### src/tsr_consts.svh
// Constants of the temperature sensor serial readout: frame layout, reset values and timing counts.
// Assumes inclusion by bare name from the package and the design modules.
`ifndef TSR_CONSTS_SVH
`define TSR_CONSTS_SVH

// System clock rate.
`define TSR_CLK_HZ 250000000

// Automatic conversion interval in milliseconds, and its cycle count.
`define TSR_PERIOD_MS 1000
`define TSR_PERIOD_CYCLES ((`TSR_CLK_HZ / 1000) * `TSR_PERIOD_MS)

// Conversion time in microseconds, and its cycle count.
`define TSR_CONV_US 800
`define TSR_CONV_CYCLES ((`TSR_CLK_HZ / 1000000) * `TSR_CONV_US)

// Width of the conversion and interval counters.
`define TSR_CNT_W 28

// Result layout: 14 bits, sign on top.
`define TSR_RESULT_W 14
`define TSR_RESULT_SIGN_POS 13
`define TSR_RESULT_RESET 14'h0000

// Frame layout: 16 clocks, two leading zero bits, result below.
`define TSR_FRAME_BITS 16
`define TSR_FRAME_IDX_W 4
`define TSR_FRAME_LAST 4'hf
`define TSR_LEAD_ZEROS 2'h0

// Control word: the third received bit lands at position 13 after 16 shifts.
`define TSR_CTRL_W 16
`define TSR_CTRL_PD_POS 13
`define TSR_CTRL_RESET 16'h0000

`endif

### src/tsr_pkg.sv
// Types shared by the temperature sensor serial readout modules.
// Assumes tsr_consts.svh is on the include path.
`default_nettype none

package tsr_pkg;
`include "tsr_consts.svh"

   typedef logic [`TSR_CNT_W-1:0] tsr_cnt_t;
   typedef logic [`TSR_RESULT_W-1:0] tsr_result_t;
   typedef logic [`TSR_CTRL_W-1:0] tsr_word_t;
   typedef logic [`TSR_FRAME_IDX_W-1:0] tsr_idx_t;

   // The three serial input pins travel together through the synchroniser.
   typedef struct packed {
      logic cs_n;
      logic sclk;
      logic din;
   } tsr_pins_t;

   typedef enum logic [0:0] {
      TSR_IDLE,
      TSR_CONV
   } tsr_conv_state_t;

endpackage

`default_nettype wire

### src/tsr_top.sv
// Temperature sensor serial readout: four-wire slave port, shutdown control and conversion sequencing.
// Assumes the serial pins are asynchronous to i_clk_sys and that the serial clock is
// slower than a quarter of the system clock; the front end delivers a steady 14-bit code.
//
// Overview of operation
// - Timer starts a conversion every second.
// - Conversion takes 800 us, then analog powers down.
// - Serial logic always on; latest result available.
// - Shutdown stops oscillator and further conversions.
// - All-zero control word leaves shutdown.
// - Leaving shutdown restarts oscillator, converts immediately.
// - Shutdown still returns last completed result.
// - Each serial access outside shutdown restarts timer and conversion.
// - Read during conversion aborts it; restart afterwards.
// - Result is 14-bit two's complement, sign top.
// - Positive code is temperature times 32.
// - Negative code minus 16384, over 32.
// - Active only with select low; else three-state.
// - Frame: 16 clocks, two zeros, 14 data.
// - Select held low repeats the same frame.
// - Data out changes on falling clock edge.
// - Data in sampled on rising clock edge.
// - Control write shares each read frame.
// - Third received bit is the power-down control.
// - Control word loads on 16th rising edge.
// - Early select rise discards partial control word.
// - Bits shift out most significant first.
`default_nettype none
`include "tsr_consts.svh"

module tsr_top
   import tsr_pkg::*;
#(
   parameter tsr_cnt_t P_PERIOD_CYCLES = tsr_cnt_t'(`TSR_PERIOD_CYCLES),
   parameter tsr_cnt_t P_CONV_CYCLES = tsr_cnt_t'(`TSR_CONV_CYCLES)
) (
   input wire logic i_clk_sys,              // System clock, 250 MHz.
   input wire logic i_rst,                  // Synchronous reset, active high.
   input wire logic i_cs_n,                 // Chip select pin, active low.
   input wire logic i_sclk,                 // Serial clock pin.
   input wire logic i_din,                  // Serial data input pin.
   input wire tsr_result_t i_sensor_code,   // Code from the analog front end.
   output logic o_dout,                     // Serial data output value.
   output logic o_dout_oe,                  // Output enable of the data pin, high while driving.
   output logic o_shutdown,                 // Shutdown mode is active.
   output logic o_analog_on,                // Analog section powered for a conversion.
   output tsr_result_t o_result             // Held temperature result.
);

   ////////////////////////////////////////////////////////////////////////////////
   // Helpers.

   // Bit of the outgoing word for a frame position; position 0 is the first bit out.
   function automatic logic tsr_frame_bit(input tsr_word_t word, input tsr_idx_t pos);
      tsr_idx_t sel;
      sel = `TSR_FRAME_LAST - pos;
      return word[sel];
   endfunction

   // Outgoing frame: two leading zeros above the result.
   function automatic tsr_word_t tsr_frame_word(input tsr_result_t res);
      return {`TSR_LEAD_ZEROS, res};
   endfunction

   ////////////////////////////////////////////////////////////////////////////////
   // Pin synchronisers; the first stage is read only by the second.

   tsr_pins_t pins_in;
   tsr_pins_t pins_meta_reg;
   tsr_pins_t pins_sync_reg;
   tsr_pins_t pins_prev_reg;

   assign pins_in = '{cs_n: i_cs_n, sclk: i_sclk, din: i_din};

   always_ff @(posedge i_clk_sys) begin
      if (i_rst) begin
         pins_meta_reg <= '{cs_n: 1'b1, sclk: 1'b1, din: 1'b0};
         pins_sync_reg <= '{cs_n: 1'b1, sclk: 1'b1, din: 1'b0};
         pins_prev_reg <= '{cs_n: 1'b1, sclk: 1'b1, din: 1'b0};
      end else begin
         pins_meta_reg <= pins_in;
         pins_sync_reg <= pins_meta_reg;
         pins_prev_reg <= pins_sync_reg;
      end
   end

   logic selected;
   logic cs_fall;
   logic cs_rise;
   logic sclk_rise;
   logic sclk_fall;

   // Clock edges count only while selected; the select edge itself wins over a clock edge.
   assign selected = !pins_sync_reg.cs_n;
   assign cs_fall = !pins_sync_reg.cs_n && pins_prev_reg.cs_n;
   assign cs_rise = pins_sync_reg.cs_n && !pins_prev_reg.cs_n;
   assign sclk_rise = selected && !cs_fall && pins_sync_reg.sclk && !pins_prev_reg.sclk;
   assign sclk_fall = selected && !cs_fall && !pins_sync_reg.sclk && pins_prev_reg.sclk;

   ////////////////////////////////////////////////////////////////////////////////
   // Frame position: counts rising edges and wraps every 16 clocks.

   tsr_idx_t bit_idx_reg;
   logic frame_end;

   assign frame_end = sclk_rise && (bit_idx_reg == `TSR_FRAME_LAST);

   always_ff @(posedge i_clk_sys) begin
      if (i_rst) begin
         bit_idx_reg <= '0;
      end else if (!selected) begin
         bit_idx_reg <= '0;
      end else if (sclk_rise) begin
         bit_idx_reg <= bit_idx_reg + tsr_idx_t'(1);
      end
   end

   ////////////////////////////////////////////////////////////////////////////////
   // Outgoing word, captured at frame start and again at each wrap so a frame is consistent.

   tsr_result_t result;
   tsr_word_t tx_word_reg;

   always_ff @(posedge i_clk_sys) begin
      if (i_rst) begin
         tx_word_reg <= '0;
      end else if (cs_fall || frame_end) begin
         tx_word_reg <= tsr_frame_word(result);
      end
   end

   // The first bit is out as soon as select falls; later bits follow falling clock edges.
   always_ff @(posedge i_clk_sys) begin
      if (i_rst) begin
         o_dout <= 1'b0;
      end else if (cs_fall) begin
         o_dout <= tsr_frame_bit(tsr_frame_word(result), '0);
      end else if (sclk_fall) begin
         o_dout <= tsr_frame_bit(tx_word_reg, bit_idx_reg);
      end
   end

   always_ff @(posedge i_clk_sys) begin
      if (i_rst) begin
         o_dout_oe <= 1'b0;
      end else begin
         o_dout_oe <= selected;
      end
   end

   ////////////////////////////////////////////////////////////////////////////////
   // Control word receiver; a partial word is never loaded.

   tsr_word_t rx_shift_reg;
   tsr_word_t rx_word;
   tsr_word_t power_control_word_reg;
   logic shutdown;

   assign rx_word = {rx_shift_reg[`TSR_CTRL_W-2:0], pins_sync_reg.din};

   always_ff @(posedge i_clk_sys) begin
      if (i_rst) begin
         rx_shift_reg <= `TSR_CTRL_RESET;
      end else if (!selected) begin
         rx_shift_reg <= `TSR_CTRL_RESET;
      end else if (sclk_rise) begin
         rx_shift_reg <= rx_word;
      end
   end

   // Other bits of the word are the host's to keep at zero; only the power-down bit acts.
   always_ff @(posedge i_clk_sys) begin
      if (i_rst) begin
         power_control_word_reg <= `TSR_CTRL_RESET;
      end else if (frame_end) begin
         power_control_word_reg <= rx_word;
      end
   end

   // Shutdown is the stored power-down bit itself, so it moves only with a complete word.
   assign shutdown = power_control_word_reg[`TSR_CTRL_PD_POS];

   ////////////////////////////////////////////////////////////////////////////////
   // Sequencer requests; registered so that shutdown is settled when they arrive.

   logic start_reg;
   logic abort_reg;

   always_ff @(posedge i_clk_sys) begin
      if (i_rst) begin
         start_reg <= 1'b0;
      end else begin
         start_reg <= (cs_rise && !shutdown) ||
                      (frame_end && shutdown && !rx_word[`TSR_CTRL_PD_POS]);
      end
   end

   always_ff @(posedge i_clk_sys) begin
      if (i_rst) begin
         abort_reg <= 1'b0;
      end else begin
         abort_reg <= cs_fall;
      end
   end

   tsr_conv_seq #(
      .P_PERIOD_CYCLES(P_PERIOD_CYCLES),
      .P_CONV_CYCLES(P_CONV_CYCLES)
   ) u_conv_seq (
      .i_clk_sys(i_clk_sys),
      .i_rst(i_rst),
      .i_run(!shutdown),
      .i_start(start_reg),
      .i_abort(abort_reg),
      .i_sensor_code(i_sensor_code),
      .o_result(result),
      .o_busy(o_analog_on),
      .o_done()
   );

   assign o_shutdown = shutdown;
   assign o_result = result;

endmodule

`default_nettype wire

### src/tsr_conv_seq.sv
// Conversion sequencer: interval timer, conversion timing and the held result.
// Assumes start and abort are one-cycle pulses on i_clk_sys that never coincide.
`default_nettype none
`include "tsr_consts.svh"

module tsr_conv_seq
   import tsr_pkg::*;
#(
   parameter tsr_cnt_t P_PERIOD_CYCLES = tsr_cnt_t'(`TSR_PERIOD_CYCLES),
   parameter tsr_cnt_t P_CONV_CYCLES = tsr_cnt_t'(`TSR_CONV_CYCLES)
) (
   input wire logic i_clk_sys,              // System clock.
   input wire logic i_rst,                  // Synchronous reset, active high.
   input wire logic i_run,                  // High in normal mode; low stops the oscillator.
   input wire logic i_start,                // Pulse: restart the timer and begin a conversion.
   input wire logic i_abort,                // Pulse: drop the conversion in progress.
   input wire tsr_result_t i_sensor_code,   // Code from the analog front end.
   output tsr_result_t o_result,            // Last completed result.
   output logic o_busy,                     // Conversion in progress, analog section powered.
   output logic o_done                      // Pulse when a result is stored.
);

   tsr_conv_state_t state_reg;
   tsr_cnt_t timer_reg;
   tsr_cnt_t conv_cnt_reg;
   tsr_result_t result_reg;
   logic tick;
   logic done;

   assign tick = i_run && (timer_reg == P_PERIOD_CYCLES - tsr_cnt_t'(1));
   assign done = (state_reg == TSR_CONV) && !i_start && !i_abort && i_run &&
                 (conv_cnt_reg == P_CONV_CYCLES - tsr_cnt_t'(1));

   ////////////////////////////////////////////////////////////////////////////////
   // Interval timer; held at zero while the oscillator is stopped.

   always_ff @(posedge i_clk_sys) begin
      if (i_rst) begin
         timer_reg <= '0;
      end else if (!i_run || i_start) begin
         timer_reg <= '0;
      end else if (tick) begin
         timer_reg <= '0;
      end else begin
         timer_reg <= timer_reg + tsr_cnt_t'(1);
      end
   end

   ////////////////////////////////////////////////////////////////////////////////
   // Conversion state; a conversion also starts out of reset.

   always_ff @(posedge i_clk_sys) begin
      if (i_rst) begin
         state_reg <= TSR_CONV;
      end else begin
         case (state_reg)
            TSR_IDLE: begin
               if (i_run && (i_start || tick)) begin
                  state_reg <= TSR_CONV;
               end
            end
            TSR_CONV: begin
               if (!i_run || i_abort) begin
                  state_reg <= TSR_IDLE;
               end else if (done) begin
                  state_reg <= TSR_IDLE;
               end
            end
            default: begin
               state_reg <= TSR_IDLE;
            end
         endcase
      end
   end

   always_ff @(posedge i_clk_sys) begin
      if (i_rst) begin
         conv_cnt_reg <= '0;
      end else if (state_reg != TSR_CONV || i_start) begin
         conv_cnt_reg <= '0;
      end else begin
         conv_cnt_reg <= conv_cnt_reg + tsr_cnt_t'(1);
      end
   end

   ////////////////////////////////////////////////////////////////////////////////
   // The result changes only on completion, so an aborted conversion leaves the old one.

   always_ff @(posedge i_clk_sys) begin
      if (i_rst) begin
         result_reg <= `TSR_RESULT_RESET;
      end else if (done) begin
         result_reg <= i_sensor_code;
      end
   end

   always_ff @(posedge i_clk_sys) begin
      if (i_rst) begin
         o_done <= 1'b0;
      end else begin
         o_done <= done;
      end
   end

   assign o_result = result_reg;
   assign o_busy = (state_reg == TSR_CONV);

endmodule

`default_nettype wire

### config.mk
export PLATFORM = sky130hd
export DESIGN_NAME = tsr_top
export DESIGN_NICKNAME = d
export VERILOG_FILES = /design/src/tsr_pkg.sv /design/src/tsr_top.sv /design/src/tsr_conv_seq.sv
export VERILOG_INCLUDE_DIRS = /design/src
export SDC_FILE = /design/constraint.sdc
export NUM_CORES = 1
export LEC_CHECK = 0
export BUFFER_PORTS_ARGS = -buffer_cell sky130_fd_sc_hd__buf_4
export CORE_MARGIN = 2
export CORE_UTILIZATION = 40
export CTS_CLUSTER_SIZE = 40
export DETAILED_ROUTE_END_ITERATION = 8
export GPL_TIMING_DRIVEN = 1
export SLEW_MARGIN = 40
export SYNTH_ARGS = -nofsm -noshare
export SYNTH_HDL_FRONTEND = slang
export SYNTH_SLANG_ARGS = --single-unit
### constraint.sdc
create_clock -name i_clk_sys -period 3.75 [get_ports i_clk_sys]
set_clock_uncertainty 0.05 [all_clocks]
set_input_delay 0.5625 -clock i_clk_sys [delete_from_list [all_inputs] [get_ports i_clk_sys]]
set_output_delay 0.5625 -clock i_clk_sys [all_outputs]
set_load 0.005 [all_outputs]
After elaboration in Yosys (flattened, before gate mapping)
Index checks and enable logic that the tools add are counted.
{"block": "classes", "reduce_logical": 36, "n_addsub": 4, "n_lt_le_gt_ge": 1, "n_bitwise": 1, "n_mux": 6, "n_eq_ne": 3}
{"cell": "$add 28x1->28 const B", "count": 2}
{"cell": "$eq 28x18->1 const B", "count": 1}
{"cell": "$eq 28x28->1 const B", "count": 1}
{"cell": "$logic_and 1x1->1", "count": 17}
{"cell": "$logic_not 1->1", "count": 9}
{"cell": "$logic_or 1x1->1", "count": 6}
{"cell": "$reduce_or 2->1", "count": 3}
{"cell": "$lt 4x5->1 const B", "count": 1}
{"cell": "$add 4x1->4 const B", "count": 1}
{"cell": "$bmux 1 s4", "count": 1}
{"cell": "$eq 4x4->1 const B", "count": 1}
{"cell": "$mux 1", "count": 4}
{"cell": "$sub 4x4->4 const A", "count": 1}
{"cell": "$reduce_or 3->1", "count": 1}
{"cell": "$pmux 1 s2", "count": 1}
{"cell": "$not 1->1", "count": 1}
{"block": "totals", "elab_cells": 71, "out_inout_bits": 18, "ff_bits": 128, "inputBits": 19}

Longest topological paths before layout
{"block": "logic_depth", "word_depth": 10, "ltp_mapped": 7, "depth_no_buf": 6}

Modules after synthesis
A second synthesis with hierarchy kept.
{"block": "unflattened", "cells_unflattened": 564, "hier_area_um2": 5027.3}
{"mod": "tsr_conv_seq", "area_each_um2": 3348.2, "n_inst": 1, "cells_each": 389}
{"mod": "tsr_top", "area_each_um2": 1679.1, "n_inst": 1, "cells_each": 175}

Worst setup path after synthesis
Ideal clock, no wire load.
{"block": "synth_timing", "path_type": "register to register", "start": "reg bit_idx_reg[0]", "end": "reg o_dout", "stages_incl_launch_ff": 6, "arrival_time_ns": 1.738, "path_slack_ns": 1.849, "setup_time_ns": 0.113, "path_cell_list": "dfxtp_1 clkbuf_1 mux4_2 mux4_2 nand4b_1 nand2_1"}
{"block": "synth_between", "elab_chain_len": 3}
{"item": "start, declared", "line": "tsr_top.sv:103", "rtl": "tsr_idx_t bit_idx_reg;"}
{"item": "start signal, assigned", "line": "tsr_top.sv:114", "rtl": "bit_idx_reg <= bit_idx_reg + tsr_idx_t'(1);"}
{"item": "$sub 4x4->4 (no line)"}
{"item": "$bmux 1 s4", "line": "tsr_top.sv:57", "rtl": "return word[sel];"}
{"item": "$mux 1 (not written as such)", "line": "tsr_top.sv:57"}
{"item": "end signal, assigned", "line": "tsr_top.sv:137", "rtl": "o_dout <= tsr_frame_bit(tsr_frame_word(result), '0);"}
{"item": "end signal, assigned", "line": "tsr_top.sv:139", "rtl": "o_dout <= tsr_frame_bit(tx_word_reg, bit_idx_reg);"}
{"item": "end, declared", "line": "tsr_top.sv:43", "rtl": "output logic o_dout,"}
Every way passes these cells. The select of a mux whose other input is x is not followed.
A chain may end at the register's enable or synchronous reset.

Worst setup path in the final report
{"block": "layout_timing", "start": "reg u_conv_seq.conv_cnt_reg[2]", "end": "reg u_conv_seq.conv_cnt_reg[27]"}
{"block": "layout_between", "elab_chain_len": 1}
{"item": "start, declared", "line": "tsr_conv_seq.sv:25", "rtl": "tsr_cnt_t conv_cnt_reg;"}
{"item": "start signal, assigned", "line": "tsr_conv_seq.sv:82", "rtl": "conv_cnt_reg <= conv_cnt_reg + tsr_cnt_t'(1);"}
{"item": "$add 28x1->28", "line": "tsr_conv_seq.sv:82"}
Every way passes these cells.

==> flow_summary.yaml <==
status:
  status: "complete, no violations"
global_route:
  grt_pass1_wl_um: 16500
  grt_max_degree: 43
  grt.overflow.total: 0
  antenna_found_initial: 0
  number_of_global_route_vias_before_repair: 3529
  track_usage_pct: 15.7
logic_synthesis:
  synth-main-ff-cell: "sky130_fd_sc_hd__dfxtp_1"
  postSynthNetCount: 549
  number_of_enable_flip_flop_cells_after_synthesis: 0
  synth-async-reset-ratio_pct: 0
  synthesis.instances: 527
  synth_seq_area_share_pct: 47.5
  synth_warnings: 0
  ys_seq_elements: 115
  syn_area_mm2: 0.00485
  ys_types: 47
  post_synthesis_average_cell_area_um2: 9.20
clocking:
  cts_sinks: 115
  cts_tree: "built"
  cts-resized-gates: 0
  cts.reportedPaths.clkPinSlew_ns: 0.06
  htree_levels: 4
  postCtsSetupBuffers: 0
  clock_tree.buffer_depth: 2
  numCtsBuffers: 17
  post_cts_hold_buffer_count: 0
  worstSkewPairLatency_ns: 0.41
  clockRootBuffer: "sky130_fd_sc_hd__clkbuf_16"
routing:
  wl_per_cell_um: 13.3
  antenna_left: 0
  drt_iter0_markers: 128
  drc: 0
  route.final.wire_length_um: 9610
  drt_pass1_iterations: 4
  vias: 3658
  routed_vias_inst: 5.07
floorplanning:
  design.die.area_mm2: 0.0130
  coreArea_mm2: 0.0119
  standard_cell_rows: 40
  die_height_um: 114
  top_level_ports: 37
  dieWidth_um: 114
  floorplan.initialDensity_pct: 40.7
sta:
  setup-tns-final_ns: 0
  fin_crit_sh_pct: 56.6
  slew-limit-headroom_pct: 57.3
  final.hold.worst_slack_ns: 0.289
  setup_repair_after_global_routing_missed_its_margin: "no"
  max_slew.worst_pin.slew_ns: 0.639
  layout_min_cycle_time_ns: 2.12
  hold_viol_final: 0
  drv_slew: 0
  max_fclk_ghz: 0.471
  report.final.setup_viol: 0
finish:
  design_area_mm2: 0.00574
  final_layout_size_suffix_gt1_share_pct: 15.9
  layout.area.seq_mm2: 0.00230
  diodes: 0
  fill_cells: 1120
  finish.net_count: 583
  area_delta_synth_final_pct: 18.5
  multi_input_area_mm2: 0.00238
setup_path:
  critical_path_peak_fanout: 11
  timing_worst_setup_path_type: "reg2reg"
  critical_path.endpoint_type: "flip-flop"
  start_kind: "flip-flop"
  worst_ep_arrival_time_ns: 2.36
  worstPathRequired_ns: 3.99
  timing.reg2reg.setup_slack_ns: 1.63
place:
  dpl.hpwl_um: 6530
  io_buffers: 36
  dpl_cell_area_mm2: 0.00519
  globalplace.congestion: 0.825
flow_run:
  maximum_capacitance_violations: 0
power:
  max-vdd-ir-drop_uv: 245
  power_per_cell_area_mw_per_mm2: 484
  total_leakage_power_nw: 2.12
worst_hold_path:
  timing.hold.worst.class: "in2reg"
-- final cells by class --
class	count	area share (%)
Multi-Input combinational cell	377	41.4
Sequential cell	115	40.1
Clock buffer	18	7.47
Timing Repair Buffer	38	5.03
Tap cell	147	3.20
Clock inverter	14	2.03
Inverter	12	0.784
-- critical path: stages (launching register included) --
cell and delay (ns):
sky130_fd_sc_hd__dfxtp_1 0.38, sky130_fd_sc_hd__and3_1 0.27, sky130_fd_sc_hd__nand4_1 0.44, sky130_fd_sc_hd__nor4_2 0.43, sky130_fd_sc_hd__nand3_1 0.16, sky130_fd_sc_hd__mux2_2 0.28
-- cells in the final DEF (no fill, tap or decap), types with 8 or more instances in the layout --
| cell | instances |
|---|---|
| sky130_fd_sc_hd__dfxtp_1 | 115 |
| sky130_fd_sc_hd__nor2_1 | 94 |
| sky130_fd_sc_hd__nand2_1 | 47 |
| sky130_fd_sc_hd__xnor2_1 | 37 |
| sky130_fd_sc_hd__buf_4 | 37 |
| sky130_fd_sc_hd__mux2i_1 | 30 |
| sky130_fd_sc_hd__a21oi_1 | 19 |
| sky130_fd_sc_hd__nand3_1 | 18 |
| sky130_fd_sc_hd__clkbuf_16 | 17 |
| sky130_fd_sc_hd__nor4_1 | 16 |
| sky130_fd_sc_hd__nor3_1 | 14 |
| sky130_fd_sc_hd__nand4_1 | 13 |
| sky130_fd_sc_hd__and3_1 | 12 |
| sky130_fd_sc_hd__xor2_1 | 11 |
| sky130_fd_sc_hd__inv_1 | 11 |
| sky130_fd_sc_hd__or3_1 | 8 |
-- kinds of logic after synthesis --
kind of cell | synth area share [%]
AOI/OAI and AO/OA | 3.46
xor gates and xnor gates | 8.67
adders and majority gates | 0.774
buffers and inverters | 3.53
DFF | 47.5
muxes | 8.52
and+or+nand+nor | 27.6
-- routing by layer --
layer | global-route usage, % | share of wire (%)
met1 | 19.9 | 47
met2 | 26.0 | 49
met3 | 4.71 | 3.8
met4 | 5.04 | 0.65
met5 | 0 | 0
-- through the flow --
step	util, %	power, W	setup WS, ns	instances
after floorplan	-	0.00131	1.85	527
after global placement	43.5	0.00133	1.49	688
final	48.2	0.00278	1.63	721
after CTS	48.2	0.00281	1.59	721
after detailed placement	43.6	0.00133	1.44	689
after global routing	48.2	0.00287	1.43	721
-- final timing paths --
kind	to	cells past startpoint	start
min reg2reg	pins_sync_reg[2]$_SDFF_PP1_	1	pins_meta_reg[2]$_SDFF_PP1_
max reg2reg	u_conv_seq.conv_cnt_reg[27]$_SDFF_PP0_	5	u_conv_seq.conv_cnt_reg[2]$_SDFF_PP0_
min	pins_meta_reg[1]$_SDFF_PP1_	2	i_sclk
max	u_conv_seq.conv_cnt_reg[27]$_SDFF_PP0_	5	u_conv_seq.conv_cnt_reg[2]$_SDFF_PP0_
-- synth_stat cells, types with 2 or more instances --
| cell | instances | share of area, % |
|---|---|---|
| sky130_fd_sc_hd__buf_6 | 5 | 1.2 |
| sky130_fd_sc_hd__nand4_2 | 2 | 0.52 |
| sky130_fd_sc_hd__mux2i_1 | 30 | 6.2 |
| sky130_fd_sc_hd__and2_1 | 4 | 0.52 |
| sky130_fd_sc_hd__xnor2_1 | 37 | 6.7 |
| sky130_fd_sc_hd__nor4_1 | 16 | 2.1 |
| sky130_fd_sc_hd__nand2_1 | 48 | 3.7 |
| sky130_fd_sc_hd__clkbuf_1 | 15 | 1.2 |
| sky130_fd_sc_hd__nor4b_1 | 2 | 0.36 |
| sky130_fd_sc_hd__dfxtp_1 | 115 | 47 |
| sky130_fd_sc_hd__a21oi_1 | 19 | 2.0 |
| sky130_fd_sc_hd__or2_2 | 5 | 0.65 |
| sky130_fd_sc_hd__nand3_1 | 18 | 1.9 |
| sky130_fd_sc_hd__and3_1 | 12 | 1.5 |
| sky130_fd_sc_hd__nor2b_1 | 5 | 0.65 |
| sky130_fd_sc_hd__nor3_1 | 14 | 1.4 |
| sky130_fd_sc_hd__xor2_1 | 11 | 2.0 |
| sky130_fd_sc_hd__inv_1 | 11 | 0.85 |
| sky130_fd_sc_hd__and4_1 | 3 | 0.54 |
| sky130_fd_sc_hd__mux4_2 | 4 | 1.9 |
| sky130_fd_sc_hd__or3_1 | 8 | 1.0 |
| sky130_fd_sc_hd__nor4_2 | 3 | 0.77 |
| sky130_fd_sc_hd__nor4bb_1 | 3 | 0.62 |
| sky130_fd_sc_hd__ha_1 | 3 | 0.77 |
| sky130_fd_sc_hd__mux2_2 | 2 | 0.46 |
| sky130_fd_sc_hd__nand4_1 | 13 | 1.7 |
| sky130_fd_sc_hd__nor2_1 | 94 | 7.3 |
| sky130_fd_sc_hd__o21ai_0 | 6 | 0.62 |
-- power by group --
part           internal, W  total (W)  switching [W]
logic            0.0000271  0.0000620      0.0000350
registers          0.00123    0.00124     0.00000977
clock network     0.000863    0.00147       0.000611
total              0.00212    0.00278       0.000656
Power figures use the tool's default switching activity.
